[src/common/cpu_exception_sequencer_regs.svh]
`ifndef CPU_EXCEPTION_SEQUENCER_REGS_SVH
`define CPU_EXCEPTION_SEQUENCER_REGS_SVH

// ========
// Register offsets (byte addresses)
`define VBR_OFFSET 8'h00
`define STATUS_WORD_OFFSET 8'h04
`define SEQ_STATE_OFFSET 8'h08
`define LAST_FETCH_OFFSET 8'h0C

// ========
// Reset values and status word fields
`define VBR_RESET 32'h00000000
`define STATUS_WORD_RESET 32'h000000F0
`define MASK_LSB 4
`define MASK_ALL 4'hF

// ========
// Vector numbers
`define VEC_POR_PC 8'h00
`define VEC_MRS_PC 8'h02
`define VEC_ILLEGAL 8'h04
`define VEC_SLOT_ILLEGAL 8'h06
`define VEC_ADDR_CPU 8'h09
`define VEC_ADDR_XFER 8'h0A
`define VEC_NMI 8'h0B
`define VEC_BREAK 8'h0C
`define VEC_DEBUG 8'h0E
`define VEC_TRAP_BASE 3'h1
`define VEC_EXT_FIRST 8'h40

// ========
// Stack frame and bus answers
`define FRAME_WORD 32'h00000004
`define FRAME_BYTES 32'h00000008
`define RESP_OKAY 2'h0
`define RESP_SLVERR 2'h2

`endif

[src/common/cpu_exception_sequencer_pkg.sv]
package cpu_exception_sequencer_pkg;

    // ========
    // Sequencer states
    typedef enum logic [3:0] {
        ST_IDLE,
        ST_RST_HOLD,
        ST_RST_PC,
        ST_RST_SP,
        ST_FLUSH,
        ST_PUSH_SR,
        ST_PUSH_PC,
        ST_FETCH
    } seq_state_e;

    // ========
    // Source picked in the idle state
    typedef enum logic [2:0] {
        SRC_NONE,
        SRC_POR,
        SRC_MRS,
        SRC_ADDR,
        SRC_IRQ,
        SRC_INSTR
    } exc_src_e;

    // ========
    // Decoder report for the current instruction
    typedef struct packed {
        logic valid;
        logic undefined;
        logic in_delay_slot;
        logic pc_modifying;
        logic trap;
        logic [7:0] trap_imm;
        logic addr_err_cpu;
        logic addr_err_xfer;
    } dec_s;

    // Interrupt request from the controller
    typedef struct packed {
        logic req;
        logic [3:0] level;
        logic [7:0] vector;
    } irq_s;

    // Memory bus request
    typedef struct packed {
        logic req;
        logic write;
        logic [31:0] addr;
        logic [31:0] wdata;
    } mem_s;

endpackage : cpu_exception_sequencer_pkg

[src/cpu_exception_sequencer.sv]
// Function
// - Power-on reset on pin rise or watchdog
// - Manual reset on manual pin rise
// - Address error flagged at decode, waits completion
// - Trap instruction starts trap processing
// - Undefined opcode outside slot: general illegal
// - Slot undefined or PC-modifying: slot illegal
// - Power-on loads PC/SP from 0, 4
// - Manual reset loads PC/SP from 8, 12
// - Reset clears vector base, sets mask ones
// - Other exceptions push status word, PC
// - Interrupt writes its level into mask
// - Address and instruction exceptions keep mask
// - Fetch handler from table, then run it
// - Distinct vector number per source, own entry
// - Reset fetch address is vector times four
// - Others fetch at base plus vector times four
// - Vector 9 CPU, 10 transfer-master address error
// - Trap selects user vector 32 to 63
// - Priority: reset, address, interrupt, instruction
// - Manual reset waits for bus cycle end
//
// The implementer's own choices: the address map and the AXI4-Lite interface to the registers.
`timescale 1ns/1ps
`include "cpu_exception_sequencer_regs.svh"
module cpu_exception_sequencer
    import cpu_exception_sequencer_pkg::*;
(
    // Clock and reset
    input wire logic aclk,
    input wire logic aresetn,
    // AXI4-Lite slave
    input wire logic [7:0] s_axi_awaddr,
    input wire logic s_axi_awvalid,
    output logic s_axi_awready,
    input wire logic [31:0] s_axi_wdata,
    input wire logic [3:0] s_axi_wstrb,
    input wire logic s_axi_wvalid,
    output logic s_axi_wready,
    output logic [1:0] s_axi_bresp,
    output logic s_axi_bvalid,
    input wire logic s_axi_bready,
    input wire logic [7:0] s_axi_araddr,
    input wire logic s_axi_arvalid,
    output logic s_axi_arready,
    output logic [31:0] s_axi_rdata,
    output logic [1:0] s_axi_rresp,
    output logic s_axi_rvalid,
    input wire logic s_axi_rready,
    // Reset sources, pins active low
    input wire logic power_on_reset_n,
    input wire logic manual_reset_n,
    input wire logic watchdog_overflow,
    // Decoder and pipeline
    input wire dec_s dec,
    input wire logic exec_done,
    input wire logic [31:0] core_pc,
    input wire logic [31:0] stack_pointer_gpr,
    output logic core_hold,
    output logic pipe_flush,
    output logic pc_load,
    output logic [31:0] pc_value,
    output logic sp_load,
    output logic [31:0] sp_value,
    output logic [31:0] status_word,
    output logic [31:0] vector_base_reg,
    // Interrupt controller
    input wire irq_s irq,
    output logic irq_ack,
    // Memory bus
    output mem_s mem,
    input wire logic mem_ack,
    input wire logic [31:0] mem_rdata,
    input wire logic bus_busy
);
    // ========
    // Declarations
    seq_state_e state_ff;
    exc_src_e src;
    mem_s mem_ff;
    logic por_pin_ff, mrs_pin_ff;
    logic por_pend_ff, mrs_pend_ff, addr_pend_ff, instr_pend_ff;
    logic [7:0] addr_vec_ff, instr_vec_ff, vec_ff, nxt_vec, instr_vec_det, aw_addr_ff;
    logic [31:0] vbr_ff, sr_ff, sr_save_ff, pc_save_ff, sp_save_ff, last_fetch_ff;
    logic pc_load_ff, sp_load_ff, flush_ff, irq_ack_ff;
    logic [31:0] pc_value_ff, sp_value_ff, rst_addr, exc_addr, w_data_ff, rdata_ff;
    logic take, irq_ok, illegal_det, slot_det, trap_det;
    logic aw_have_ff, w_have_ff, bvalid_ff, rvalid_ff, wr_en, wr_hit;
    logic [3:0] w_strb_ff;
    logic [1:0] bresp_ff, rresp_ff;
    // Interrupt vectors that the table assigns
    function automatic logic irq_vec_legal(input logic [7:0] v);
        irq_vec_legal = (v == `VEC_NMI) || (v == `VEC_BREAK) || (v == `VEC_DEBUG) ||
                        (v >= `VEC_EXT_FIRST);
    endfunction : irq_vec_legal
    // Byte lane merge for register writes
    function automatic logic [31:0] merge(input logic [31:0] old, input logic [31:0] d,
                                          input logic [3:0] strb);
        logic [31:0] m;
        m = {{8{strb[3]}}, {8{strb[2]}}, {8{strb[1]}}, {8{strb[0]}}};
        merge = (old & ~m) | (d & m);
    endfunction : merge
    // ========
    // Source detection
    assign illegal_det = dec.valid && dec.undefined && !dec.in_delay_slot;
    assign slot_det = dec.valid && dec.in_delay_slot && (dec.undefined || dec.pc_modifying);
    assign trap_det = dec.valid && dec.trap && !dec.in_delay_slot;
    assign irq_ok = irq.req && irq_vec_legal(irq.vector) &&
                    (irq.level > sr_ff[`MASK_LSB +: 4]);
    // Instruction vector; trap folds its immediate into 32..63
    assign instr_vec_det = slot_det ? `VEC_SLOT_ILLEGAL :
                           illegal_det ? `VEC_ILLEGAL :
                           {`VEC_TRAP_BASE, dec.trap_imm[4:0]};
    // Fixed priority pick in idle
    always_comb begin
        src = SRC_NONE;
        nxt_vec = vec_ff;
        if (state_ff == ST_IDLE && power_on_reset_n) begin
            if (por_pend_ff) begin
                src = SRC_POR;
                nxt_vec = `VEC_POR_PC;
            end else if (mrs_pend_ff && manual_reset_n && !bus_busy) begin
                src = SRC_MRS;
                nxt_vec = `VEC_MRS_PC;
            end else if (!manual_reset_n || mrs_pend_ff) begin
                src = SRC_NONE;
            end else if (addr_pend_ff && exec_done) begin
                src = SRC_ADDR;
                nxt_vec = addr_vec_ff;
            end else if (irq_ok) begin
                src = SRC_IRQ;
                nxt_vec = irq.vector;
            end else if (instr_pend_ff) begin
                src = SRC_INSTR;
                nxt_vec = instr_vec_ff;
            end
        end
    end
    assign take = (src != SRC_NONE);
    // ========
    // Pin samplers start low: a high pin at release starts
    always_ff @(posedge aclk) begin
        if (!aresetn) begin
            por_pin_ff <= 1'b0;
            mrs_pin_ff <= 1'b0;
        end else begin
            por_pin_ff <= power_on_reset_n;
            mrs_pin_ff <= manual_reset_n;
        end
    end
    // Reset pending flags, set wins over clear
    always_ff @(posedge aclk) begin
        if (!aresetn) begin
            por_pend_ff <= 1'b0;
            mrs_pend_ff <= 1'b0;
        end else begin
            if ((power_on_reset_n && !por_pin_ff) || watchdog_overflow) begin
                por_pend_ff <= 1'b1;
            end else if (src == SRC_POR) begin
                por_pend_ff <= 1'b0;
            end
            if (manual_reset_n && !mrs_pin_ff && power_on_reset_n) begin
                mrs_pend_ff <= 1'b1;
            end else if (src == SRC_MRS || src == SRC_POR || !power_on_reset_n) begin
                mrs_pend_ff <= 1'b0;
            end
        end
    end
    // Address error and instruction pending flags
    always_ff @(posedge aclk) begin
        if (!aresetn) begin
            addr_pend_ff <= 1'b0;
            addr_vec_ff <= 8'h00;
            instr_pend_ff <= 1'b0;
            instr_vec_ff <= 8'h00;
        end else if (!power_on_reset_n || !manual_reset_n || src == SRC_POR ||
                     src == SRC_MRS) begin
            addr_pend_ff <= 1'b0;
            instr_pend_ff <= 1'b0;
        end else begin
            if (dec.valid && (dec.addr_err_cpu || dec.addr_err_xfer)) begin
                addr_pend_ff <= 1'b1;
                addr_vec_ff <= dec.addr_err_cpu ? `VEC_ADDR_CPU : `VEC_ADDR_XFER;
            end else if (src == SRC_ADDR) begin
                addr_pend_ff <= 1'b0;
            end
            if (illegal_det || slot_det || trap_det) begin
                instr_pend_ff <= 1'b1;
                instr_vec_ff <= instr_vec_det;
            end else if (src == SRC_INSTR || src == SRC_ADDR) begin
                instr_pend_ff <= 1'b0; // Faulting instruction is discarded
            end
        end
    end
    // ========
    // Fetch addresses
    assign rst_addr = {22'h000000, vec_ff, 2'h0};
    assign exc_addr = vbr_ff + {22'h000000, vec_ff, 2'h0};
    // Sequencer and memory bus master
    always_ff @(posedge aclk) begin
        if (!aresetn) begin
            state_ff <= ST_IDLE;
            mem_ff <= '0;
            vec_ff <= 8'h00;
            pc_save_ff <= '0;
            sp_save_ff <= '0;
            last_fetch_ff <= '0;
            pc_value_ff <= '0;
            sp_value_ff <= '0;
            pc_load_ff <= 1'b0;
            sp_load_ff <= 1'b0;
            flush_ff <= 1'b0;
            irq_ack_ff <= 1'b0;
        end else begin
            pc_load_ff <= 1'b0;
            sp_load_ff <= 1'b0;
            flush_ff <= 1'b0;
            irq_ack_ff <= 1'b0;
            if (!power_on_reset_n) begin
                state_ff <= ST_RST_HOLD;
                mem_ff.req <= 1'b0;
            end else begin
                unique case (state_ff)
                    ST_RST_HOLD: begin
                        state_ff <= ST_IDLE;
                    end
                    ST_IDLE: begin
                        vec_ff <= nxt_vec;
                        pc_save_ff <= core_pc;
                        sp_save_ff <= stack_pointer_gpr;
                        irq_ack_ff <= (src == SRC_IRQ);
                        if (src == SRC_POR || src == SRC_MRS) begin
                            state_ff <= ST_RST_PC;
                            mem_ff.req <= 1'b1;
                            mem_ff.write <= 1'b0;
                            mem_ff.addr <= {22'h000000, nxt_vec, 2'h0};
                        end else if (take) begin
                            state_ff <= ST_FLUSH;
                        end
                    end
                    ST_RST_PC: begin
                        if (mem_ack) begin
                            pc_value_ff <= mem_rdata;
                            mem_ff.addr <= rst_addr + `FRAME_WORD;
                            state_ff <= ST_RST_SP;
                        end
                    end
                    ST_RST_SP: begin
                        if (mem_ack) begin
                            mem_ff.req <= 1'b0;
                            sp_value_ff <= mem_rdata;
                            pc_load_ff <= 1'b1;
                            sp_load_ff <= 1'b1;
                            last_fetch_ff <= rst_addr;
                            state_ff <= ST_IDLE;
                        end
                    end
                    ST_FLUSH: begin
                        flush_ff <= 1'b1;
                        state_ff <= ST_PUSH_SR;
                        mem_ff.req <= 1'b1;
                        mem_ff.write <= 1'b1;
                        mem_ff.addr <= sp_save_ff - `FRAME_WORD;
                        mem_ff.wdata <= sr_save_ff;
                    end
                    ST_PUSH_SR: begin
                        if (mem_ack) begin
                            mem_ff.addr <= sp_save_ff - `FRAME_BYTES;
                            mem_ff.wdata <= pc_save_ff;
                            state_ff <= ST_PUSH_PC;
                        end
                    end
                    ST_PUSH_PC: begin
                        if (mem_ack) begin
                            mem_ff.write <= 1'b0;
                            mem_ff.addr <= exc_addr;
                            state_ff <= ST_FETCH;
                        end
                    end
                    ST_FETCH: begin
                        if (mem_ack) begin
                            mem_ff.req <= 1'b0;
                            pc_value_ff <= mem_rdata;
                            sp_value_ff <= sp_save_ff - `FRAME_BYTES;
                            pc_load_ff <= 1'b1;
                            sp_load_ff <= 1'b1;
                            last_fetch_ff <= exc_addr;
                            state_ff <= ST_IDLE;
                        end
                    end
                endcase
            end
        end
    end
    // ========
    // Vector base and status word; hardware wins over software
    always_ff @(posedge aclk) begin
        if (!aresetn) begin
            vbr_ff <= `VBR_RESET;
            sr_ff <= `STATUS_WORD_RESET;
            sr_save_ff <= `STATUS_WORD_RESET;
        end else if (src == SRC_POR || src == SRC_MRS) begin
            vbr_ff <= `VBR_RESET;
            sr_ff[`MASK_LSB +: 4] <= `MASK_ALL;
        end else if (src == SRC_IRQ) begin
            sr_save_ff <= sr_ff;
            sr_ff[`MASK_LSB +: 4] <= irq.level;
        end else if (take) begin
            sr_save_ff <= sr_ff;
        end else if (wr_en && aw_addr_ff == `VBR_OFFSET) begin
            vbr_ff <= merge(vbr_ff, w_data_ff, w_strb_ff);
        end else if (wr_en && aw_addr_ff == `STATUS_WORD_OFFSET) begin
            sr_ff <= merge(sr_ff, w_data_ff, w_strb_ff);
        end
    end
    // ========
    // AXI4-Lite write channels
    assign wr_en = aw_have_ff && w_have_ff && !bvalid_ff;
    assign wr_hit = (aw_addr_ff == `VBR_OFFSET) || (aw_addr_ff == `STATUS_WORD_OFFSET) ||
                    (aw_addr_ff == `SEQ_STATE_OFFSET) || (aw_addr_ff == `LAST_FETCH_OFFSET);
    // Capture of address and data, then response
    always_ff @(posedge aclk) begin
        if (!aresetn) begin
            aw_have_ff <= 1'b0;
            w_have_ff <= 1'b0;
            aw_addr_ff <= 8'h00;
            w_data_ff <= 32'h00000000;
            w_strb_ff <= 4'h0;
            bvalid_ff <= 1'b0;
            bresp_ff <= `RESP_OKAY;
        end else begin
            if (s_axi_awvalid && s_axi_awready) begin
                aw_have_ff <= 1'b1;
                aw_addr_ff <= {s_axi_awaddr[7:2], 2'h0};
            end
            if (s_axi_wvalid && s_axi_wready) begin
                w_have_ff <= 1'b1;
                w_data_ff <= s_axi_wdata;
                w_strb_ff <= s_axi_wstrb;
            end
            if (wr_en) begin
                aw_have_ff <= 1'b0;
                w_have_ff <= 1'b0;
                bvalid_ff <= 1'b1;
                bresp_ff <= wr_hit ? `RESP_OKAY : `RESP_SLVERR;
            end else if (bvalid_ff && s_axi_bready) begin
                bvalid_ff <= 1'b0;
            end
        end
    end
    // AXI4-Lite read channel
    always_ff @(posedge aclk) begin
        if (!aresetn) begin
            rvalid_ff <= 1'b0;
            rdata_ff <= 32'h00000000;
            rresp_ff <= `RESP_OKAY;
        end else if (s_axi_arvalid && s_axi_arready) begin
            rvalid_ff <= 1'b1;
            rresp_ff <= `RESP_OKAY;
            unique case ({s_axi_araddr[7:2], 2'h0})
                `VBR_OFFSET: rdata_ff <= vbr_ff;
                `STATUS_WORD_OFFSET: rdata_ff <= sr_ff;
                `SEQ_STATE_OFFSET: rdata_ff <= {12'h000, por_pend_ff, mrs_pend_ff, addr_pend_ff,
                                                instr_pend_ff, vec_ff, 4'h0, state_ff};
                `LAST_FETCH_OFFSET: rdata_ff <= last_fetch_ff;
                default: begin
                    rdata_ff <= 32'h00000000;
                    rresp_ff <= `RESP_SLVERR;
                end
            endcase
        end else if (rvalid_ff && s_axi_rready) begin
            rvalid_ff <= 1'b0;
        end
    end
    // ========
    // Outputs
    assign s_axi_awready = !aw_have_ff && !bvalid_ff;
    assign s_axi_wready = !w_have_ff && !bvalid_ff;
    assign s_axi_bvalid = bvalid_ff;
    assign s_axi_bresp = bresp_ff;
    assign s_axi_arready = !rvalid_ff;
    assign s_axi_rvalid = rvalid_ff;
    assign s_axi_rdata = rdata_ff;
    assign s_axi_rresp = rresp_ff;
    assign core_hold = (state_ff != ST_IDLE) || !power_on_reset_n || !manual_reset_n ||
                       por_pend_ff || mrs_pend_ff;
    assign pipe_flush = flush_ff;
    assign pc_load = pc_load_ff;
    assign pc_value = pc_value_ff;
    assign sp_load = sp_load_ff;
    assign sp_value = sp_value_ff;
    assign status_word = sr_ff;
    assign vector_base_reg = vbr_ff;
    assign irq_ack = irq_ack_ff;
    assign mem = mem_ff;

endmodule : cpu_exception_sequencer

[config.mk]
export PLATFORM = sky130hd
export DESIGN_NAME = cpu_exception_sequencer
export DESIGN_NICKNAME = d
export VERILOG_FILES = /design/src/common/cpu_exception_sequencer_pkg.sv /design/src/cpu_exception_sequencer.sv
export VERILOG_INCLUDE_DIRS = /design/src /design/src/common
export SDC_FILE = /design/constraint.sdc
export NUM_CORES = 1
export LEC_CHECK = 0
export BUFFER_PORTS_ARGS = -buffer_cell sky130_fd_sc_hd__buf_2
export CAP_MARGIN = 20
export CORE_MARGIN = 2
export CORE_UTILIZATION = 55
export CTS_CLUSTER_DIAMETER = 120
export DETAILED_ROUTE_END_ITERATION = 16
export GPL_ROUTABILITY_DRIVEN = 1
export PLACE_DENSITY_LB_ADDON = 0.25
export SLEW_MARGIN = 10
export SYNTH_ARGS = -nofsm -noshare
export SYNTH_HDL_FRONTEND = slang
export SYNTH_SLANG_ARGS = --single-unit
[constraint.sdc]
create_clock -name aclk -period 3.94 [get_ports aclk]
set_input_delay 0.394 -clock aclk [delete_from_list [all_inputs] [get_ports aclk]]
set_output_delay 0.394 -clock aclk [all_outputs]
set_load 0.03 [all_outputs]
# Word level (Yosys, flattened, before mapping)
# Cells that the tools add are included.
dict set report classes {
  addsub 4
  magnitude_cmp 2
  eq_ne 36
  muxes 63
  bitwise_logic 12
  n_reduce_logical 101
}
# cell n
set ops {}
lappend ops {{two-way mux 32 bit} 7}
lappend ops {{one-hot mux 32 bit (2 select lines)} 3}
lappend ops {{one-hot mux 32 bit (5 select lines)} 1}
lappend ops {{one-hot mux 32 bit (4 select lines)} 1}
lappend ops {{bitwise AND 32 bit} 3}
lappend ops {{two-way mux 8 bit} 10}
lappend ops {{two-way mux 64 bit} 1}
lappend ops {{bitwise OR 32 bit} 2}
lappend ops {{two-way mux 34 bit} 1}
lappend ops {{two-way mux 33 bit} 1}
lappend ops {{adder 32 x 10 -> 32 bit} 1}
lappend ops {{inverter 32 bit} 1}
lappend ops {{subtractor 32 x 3 -> 32 bit, second input constant} 1}
lappend ops {{subtractor 32 x 4 -> 32 bit, second input constant} 1}
lappend ops {{two-way mux 4 bit} 7}
lappend ops {{one-hot mux 4 bit (7 select lines)} 1}
lappend ops {{logical AND 1 bit} 27}
lappend ops {{equality test 6 x 2 -> 1 bit, second input constant} 4}
lappend ops {{equality test 8 x 4 -> 1 bit, second input constant} 3}
lappend ops {{logical OR 1 bit} 22}
lappend ops {{two-way mux 3 bit} 7}
lappend ops {{AND reduction 3 bit} 7}
lappend ops {{nonzero test 2 bit} 10}
lappend ops {{equality test 4 x 3 -> 1 bit, second input constant} 4}
lappend ops {{other kinds (32)} 92}
dict set report totals {
  ff_bits 441
  out_inout_bits 240
}

# Depth between registers and ports, before layout
# Gate-level depths: netlist of run 1.
dict set report depth {
  ltp_word 17
  depth_mapped 11
  mapped_depth_nobuf 9
}

# Least setup slack after synthesis of run 1
# OpenSTA, ideal clock, no wires.
dict set report synth_path {
  path_type {register to register}
  from {register (tool-made name)}
  to {register mem_ff (netlist bit mem[44])}
  arrival_time_ns 2.977
  path_slack_ns 0.841
  path_stages_with_launch 9
  period_less_slack_ns 3.099
  cell_sequence {dfxtp_1 ha_1 fa_1 a211oi_1 o21bai_1 a2111oi_1 nor3_1 xor2_1 a221o_1}
}
# item line_no
set synth_lines {}
lappend synth_lines {{end, declared} cpu_exception_sequencer.sv:80} ;# mem_s mem_ff;

==> flow_metrics.env, run 1 <==
export IMPL_die_width_um=191
export IMPL_intPower_mw=7.12
export IMPL_hp_class="input pin to flip-flop"
export IMPL_drc=0
export IMPL_end_kind="flip-flop"
export IMPL_synth_area_leaders="dfxtp_1 (45%), nand2_1 (8.5%), a21oi_1 (6.3%), mux2i_1 (5.3%), nor2_1 (4.6%)"
export IMPL_ys_seq_elements=431
export IMPL_power_leakage_nw=9.83
export IMPL_die_height_um=191
export IMPL_tightest_slew_ns=1.01
export IMPL_startpoint_type="flip-flop"
export IMPL_drt_total_wl_mm=66.1
export IMPL_dieArea_mm2=0.0364
export IMPL_final_core_util_pct=66.6
export IMPL_hold_viol_final=0
export IMPL_fmax_mhz=314
export IMPL_first_pass_iters=5
export IMPL_combPwrFrac_pct=9.8
export IMPL_p_clk_share_pct=42.7
export IMPL_synth_area_mm2=0.0192
export IMPL_coreArea_mm2=0.0345
export IMPL_dpl_cell_count=3049
export IMPL_antenna_found_initial=1
export IMPL_synthCells=2306
export IMPL_critical_path_required_ns=4.37
export IMPL_cts_root_buffer="clkbuf_16"
export IMPL_crit_type="flip-flop to flip-flop"
export IMPL_clk_pin_slew_worst_paths_ns=0.06
export IMPL_fin_cells=3128
export IMPL_wl_per_cell_um=21.1
export IMPL_clock_sinks=431
export IMPL_rsz0062_at_grt="false"
export IMPL_cts_tree="yes"
export IMPL_grt_pass1_vias=17500
export IMPL_multi_input_area_mm2=0.00979
export IMPL_placement_io_buffers=419
export IMPL_timing_setup_tns_ns=0
export IMPL_area_growth_pct=19.4
export IMPL_cts_buffer_depth=3
export IMPL_drtIter0Drc=1673
export IMPL_grt_max_degree=135
export IMPL_synth_top_area_share_pct=44.9
export IMPL_synth_avg_cell_area_um2=8.33
export IMPL_dp_hpwl_mm=48.2
export IMPL_fin_nets=2846
export IMPL_vias_per_cell=5.96
export IMPL_initial_core_util_pct=55.7
export IMPL_vdd_drop_max_uv=376
export IMPL_clk_latency_ns=0.56
export IMPL_nFillCells=2922
export IMPL_skew_ns=0.0181
export IMPL_num_rows=68
export IMPL_worstPathArrival_ns=3.61
export IMPL_ctsResizeCount=0
export IMPL_synth_common_cells="nand2_1 (435), dfxtp_1 (431), a21oi_1 (243)"
export IMPL_power_frac_seq_pct=47.5
export IMPL_synth_warnings=0
export IMPL_power_density_mw_per_mm2=418
export IMPL_vias=18700
export IMPL_max_slew_margin_rel_pct=32.4
export IMPL_grt_pass1_wl_mm=99.5
export IMPL_synth_ff_type="dfxtp_1"
export IMPL_post_cts_buffers=0
export IMPL_ant_nets=0
export IMPL_grt_overflow=0
export IMPL_gr_usage_all_layers_pct=35.1
export IMPL_setup_viol=0
export IMPL_slew_viol_final=0
export IMPL_synth_most_common_cell="nand2_1"
export IMPL_synth_top_area_cell="dfxtp_1"
export IMPL_yosysSeqAreaShare_pct=44.9
export IMPL_drive_above_1_share_pct=21.6
export IMPL_cap_violations=0
export IMPL_ctsHoldBuffers=0
export IMPL_cts_htree_levels=2
export IMPL_synth_enable_flop_cells=0
export IMPL_path_max_fanout=16
export IMPL_pin_count=429
export IMPL_switching_share_pct=25.8
export IMPL_gp_congestion=0.920
export IMPL_synthArstFlopShare_pct=0
export IMPL_cts_buffers=43
export IMPL_status="complete, no violations"
export IMPL_synth_cell_types=81
export IMPL_post_route_period_util_pct=80.8
export IMPL_ff_latch_area_mm2=0.00863
export IMPL_fin_crit_ns=3.18
export IMPL_p_switching_mw=2.47
-- area by class of cell --
cell class	count	share of cell area, %
inverter	22	0.393
sequential	431	37.6
timing repair buffer	464	10.8
multi-input combinational	1678	42.7
clock buffer	64	5.48
tap	455	2.48
antenna	1	0.0109
clock inverter	13	0.611
-- power by group through the flow --
stage	Combinational [mW]	Clock, mW	Sequential, mW
4_1_cts	0.929	4.12	4.55
3_5_place_dp	0.922	0	4.65
2_1_floorplan	0.621	0	4.62
6_report	0.942	4.09	4.56
5_1_grt	1.02	4.29	4.57
3_3_place_gp	0.901	0	4.65
-- layer usage --
layer	GRT usage [%]	up-vias	part of all wire [%]
met5	0	-	0.029
met4	16.0	2	4.8
met3	6.66	168	8.9
met2	56.2	929	46
met1	45.8	8836	41
li1	-	8722	-
-- worst paths after layout --
check / from / endpoint / slack [ns] / cells past startpoint
worst max register to register: status_word[5]$_SDFFE_PP1P_ / flip-flop / 0.76 / 10
worst min-delay path: s_axi_rready / s_axi_rvalid$_SDFFE_PN0P_ / 0.02 / 2
worst min register to register: mem[6]$_SDFFE_PN0P_ / mem[6]$_SDFFE_PN0P_ / 0.45 / 2
worst max-delay path: status_word[5]$_SDFFE_PP1P_ / flip-flop / 0.76 / 10
-- critical path, stage by stage, from the launching register on --
cell and delay, ns:
dfxtp_1 0.40, inv_1 0.09, ha_1 0.31, nor2b_1 0.13, o211ai_1 0.19, a21oi_1 0.11, buf_4 0.19, a31oi_4 0.60
nand3_1 0.60, mux2i_1 0.34, nor2_1 0.07
-- cell usage in the layout (no fill, tap or decap), types with 48 or more instances in the layout --
cell       n
a21oi_1  243
a22oi_1   62
buf_2    419
dfxtp_1  431
mux2i_1  100
nand2_1  435
nand3_1   71
nor2_1   232
o21ai_0  116
xor2_1    48
-- logic make-up after synthesis --
| logic type | count (synthesis) | share of synthesized area (%) |
|---|---|---|
| adders and majority gates | 17 | 1.15 |
| muxes | 118 | 7.14 |
| buffers and inverters | 198 | 4.42 |
| other | 1 | 0.0195 |
| AOI/OAI and AO/OA | 575 | 18.6 |
| DFF | 431 | 44.9 |
| xor gates and xnor gates | 86 | 3.92 |
| and+or+nand+nor | 880 | 19.8 |
-- per-stage QoR --
stage	hold slack [ns]	power, mW	setup WS, ns	area, um^2
finish	0.0218	9.59	0.755	22900
floorplan	0.420	5.24	0.841	19200
detailed placement	0.442	5.57	0.811	21500
global placement	0.434	5.55	0.874	21500
global route	0.0108	9.88	0.535	22900
CTS	0.00119	9.60	0.810	22900
Note: power is estimated with default switching activity, not from simulation.
==> run 2: changes to the inputs <==
- clock period: 3.94 -> 3.2 ns (I/O delays scaled with it)
==> flow_metrics.env, run 2 (synthesis gave the netlist of run 1 again) <==
export IMPL_status="complete, no violations"
export IMPL_critPathMaxStageDelay_ns=0.66
export IMPL_gr_usage_all_layers_pct=35.0
export IMPL_startpoint_type="flip-flop"
export IMPL_final_area_mm2=0.0233
export IMPL_crit_chain="nor2b_1, o221ai_1, nand2b_1, a31oi_4, nand3_2, mux2i_1, nor2_1"
export IMPL_path_buf_inv=0
export IMPL_num_rows=68
export IMPL_path_max_fanout=19
export IMPL_die_height_um=191
export IMPL_grt_pass1_wl_mm=99.4
export IMPL_die_width_um=191
export IMPL_skew_ns=0.0211
export IMPL_crit_slowest_cell="a31oi_4"
export IMPL_fin_nets=2871
export IMPL_r2r_start="mrs_pend_ff$_SDFFE_PN0P_"
export IMPL_placement_io_buffers=419
export IMPL_cap_violations=0
export IMPL_fin_crit_ns=2.99
export IMPL_crit_type="flip-flop to flip-flop"
export IMPL_place_area_mm2=0.0217
export IMPL_drc=0
export IMPL_cts_root_buffer="clkbuf_16"
export IMPL_initial_core_util_pct=55.7
export IMPL_final_core_util_pct=67.6
export IMPL_dp_hpwl_mm=48.1
export IMPL_hp_class="input pin to flip-flop"
export IMPL_r2r_slack_ns=0.21
export IMPL_clk_pin_slew_worst_paths_ns=0.06
export IMPL_cts_tree="yes"
export IMPL_vias=18700
export IMPL_grt_overflow=0
export IMPL_pin_count=429
export IMPL_ff_latch_area_mm2=0.00863
export IMPL_setup_viol=0
export IMPL_grt_max_degree=185
export IMPL_gp_congestion=0.936
export IMPL_cp_num_cells=7
export IMPL_drive_above_1_share_pct=22.4
export IMPL_wl_met2_mm=30.2
export IMPL_vias_per_cell=5.92
export IMPL_clock_sinks=431
export IMPL_power_density_mw_per_mm2=526
export IMPL_nFillCells=2931
export IMPL_end_kind="flip-flop"
export IMPL_dieArea_mm2=0.0364
export IMPL_drt_total_wl_mm=65.8
export IMPL_area_growth_pct=21.3
export IMPL_grt_pass1_vias=17400
export IMPL_top_layer="met4"
export IMPL_slew_viol_final=0
export IMPL_max_slew_margin_rel_pct=40.5
export IMPL_multi_input_area_mm2=0.00979
export IMPL_fmax_mhz=334
export IMPL_layout_commonest_cell="nand2_1"
export IMPL_coreArea_mm2=0.0345
export IMPL_crit_family="compound AO/OA/AOI/OAI gates"
export IMPL_antenna_found_initial=0
export IMPL_timing_setup_tns_ns=0
export IMPL_r2r_cells=7
export IMPL_cts_buffer_depth=3
export IMPL_post_route_period_util_pct=93.4
export IMPL_startpoint="mrs_pend_ff$_SDFFE_PN0P_"
export IMPL_final_cell_mix="nand2_1 (435), dfxtp_1 (431), buf_2 (419)"
export IMPL_wl_per_cell_um=20.9
export IMPL_critical_path_required_ns=3.60
export IMPL_cts_htree_levels=2
export IMPL_worstPathArrival_ns=3.39
export IMPL_clk_latency_ns=0.55
export IMPL_drtIter0Drc=1585
export IMPL_ant_nets=0
export IMPL_tightest_slew_ns=0.893
export IMPL_power_leakage_nw=10.0
export IMPL_hold_viol_final=0
export IMPL_vdd_drop_max_uv=478
export IMPL_wl_met3_mm=5.83
export IMPL_cts_buffers=44
export IMPL_m1WireLength_mm=27.0
export IMPL_first_pass_iters=6
export IMPL_rsz0062_at_grt="false"
run 2: cell types whose count changed in the layout (fill, tap and decap cells not counted), moves of 2 or more:
cell,previous run,this run
buf_4,43,59
dlygate4sd3_1,0,6
clkbuf_1,12,7
bufinv_16,2,6
clkinv_2,5,9
clkinvlp_4,4,1
buf_12,1,3
clkbuf_8,8,10
run 2: worst min-delay path by stage:
stage	start	cells past startpoint	endpoint	slack, ns
after floorplan	s_axi_rready	1	s_axi_rvalid$_SDFFE_PN0P_	0.42
after global placement	last_fetch_ff[13]$_SDFFE_PN0P_	2	last_fetch_ff[13]$_SDFFE_PN0P_	0.43
after detailed placement	mem[42]$_SDFFE_PN0P_	2	mem[42]$_SDFFE_PN0P_	0.44
after CTS	s_axi_wdata[11]	3	w_data_ff[11]$_SDFFE_PN0P_	0.002
after global routing	core_pc[30]	3	pc_save_ff[30]$_SDFFE_PN0P_	0.006
final	s_axi_awaddr[6]	3	aw_addr_ff[6]$_SDFFE_PN0P_	0.007
run 2: layer usage:
layer	vias to the layer above	global-route usage [%]
li1	8789	-
met3	141	6.26
met5	-	0
met2	884	56.3
met1	8875	46.4
met4	0	14.6
run 2: final cells by class:
type	instances	area share [%]
multi-input cells	1678	42.0
flip-flops and latches	431	37.0
repair buffers	488	11.5
clock buffers	61	5.43
well taps	455	2.44
clock inverters	20	1.18
inverters	22	0.387
diodes	1	0.0107
run 2: power by group:
group	total, mW	switching [mW]	internal [mW]
Combinational	1.19	0.766	0.422
Sequential	5.61	0.124	5.48
Clock	5.46	2.20	3.26
Total	12.3	3.09	9.16
run 2: tightest hold or removal path: stages:
cell     delay (ns)
buf_2          0.08
mux2i_1        0.05
nor2_1         0.07
run 2: what timing repair did:
item                                   CTS  global route
buffers inserted                         0             0
setup endpoints to repair                0             1
endpoints found under the hold margin    6             0
hold buffers                             6             0
gates resized for setup                  0             1
run 2: metrics by stage:
stage               setup slack, ns  instances  hold slack [ns]  total power, mW
finish                        0.210       3156          0.00726             12.3
global route                 0.0411       3155          0.00633             12.6
CTS                           0.216       3154          0.00171             12.3
detailed placement            0.262       3067            0.441             6.87
global placement              0.330       3067            0.434             6.85
floorplan                     0.101       2307            0.418             6.45
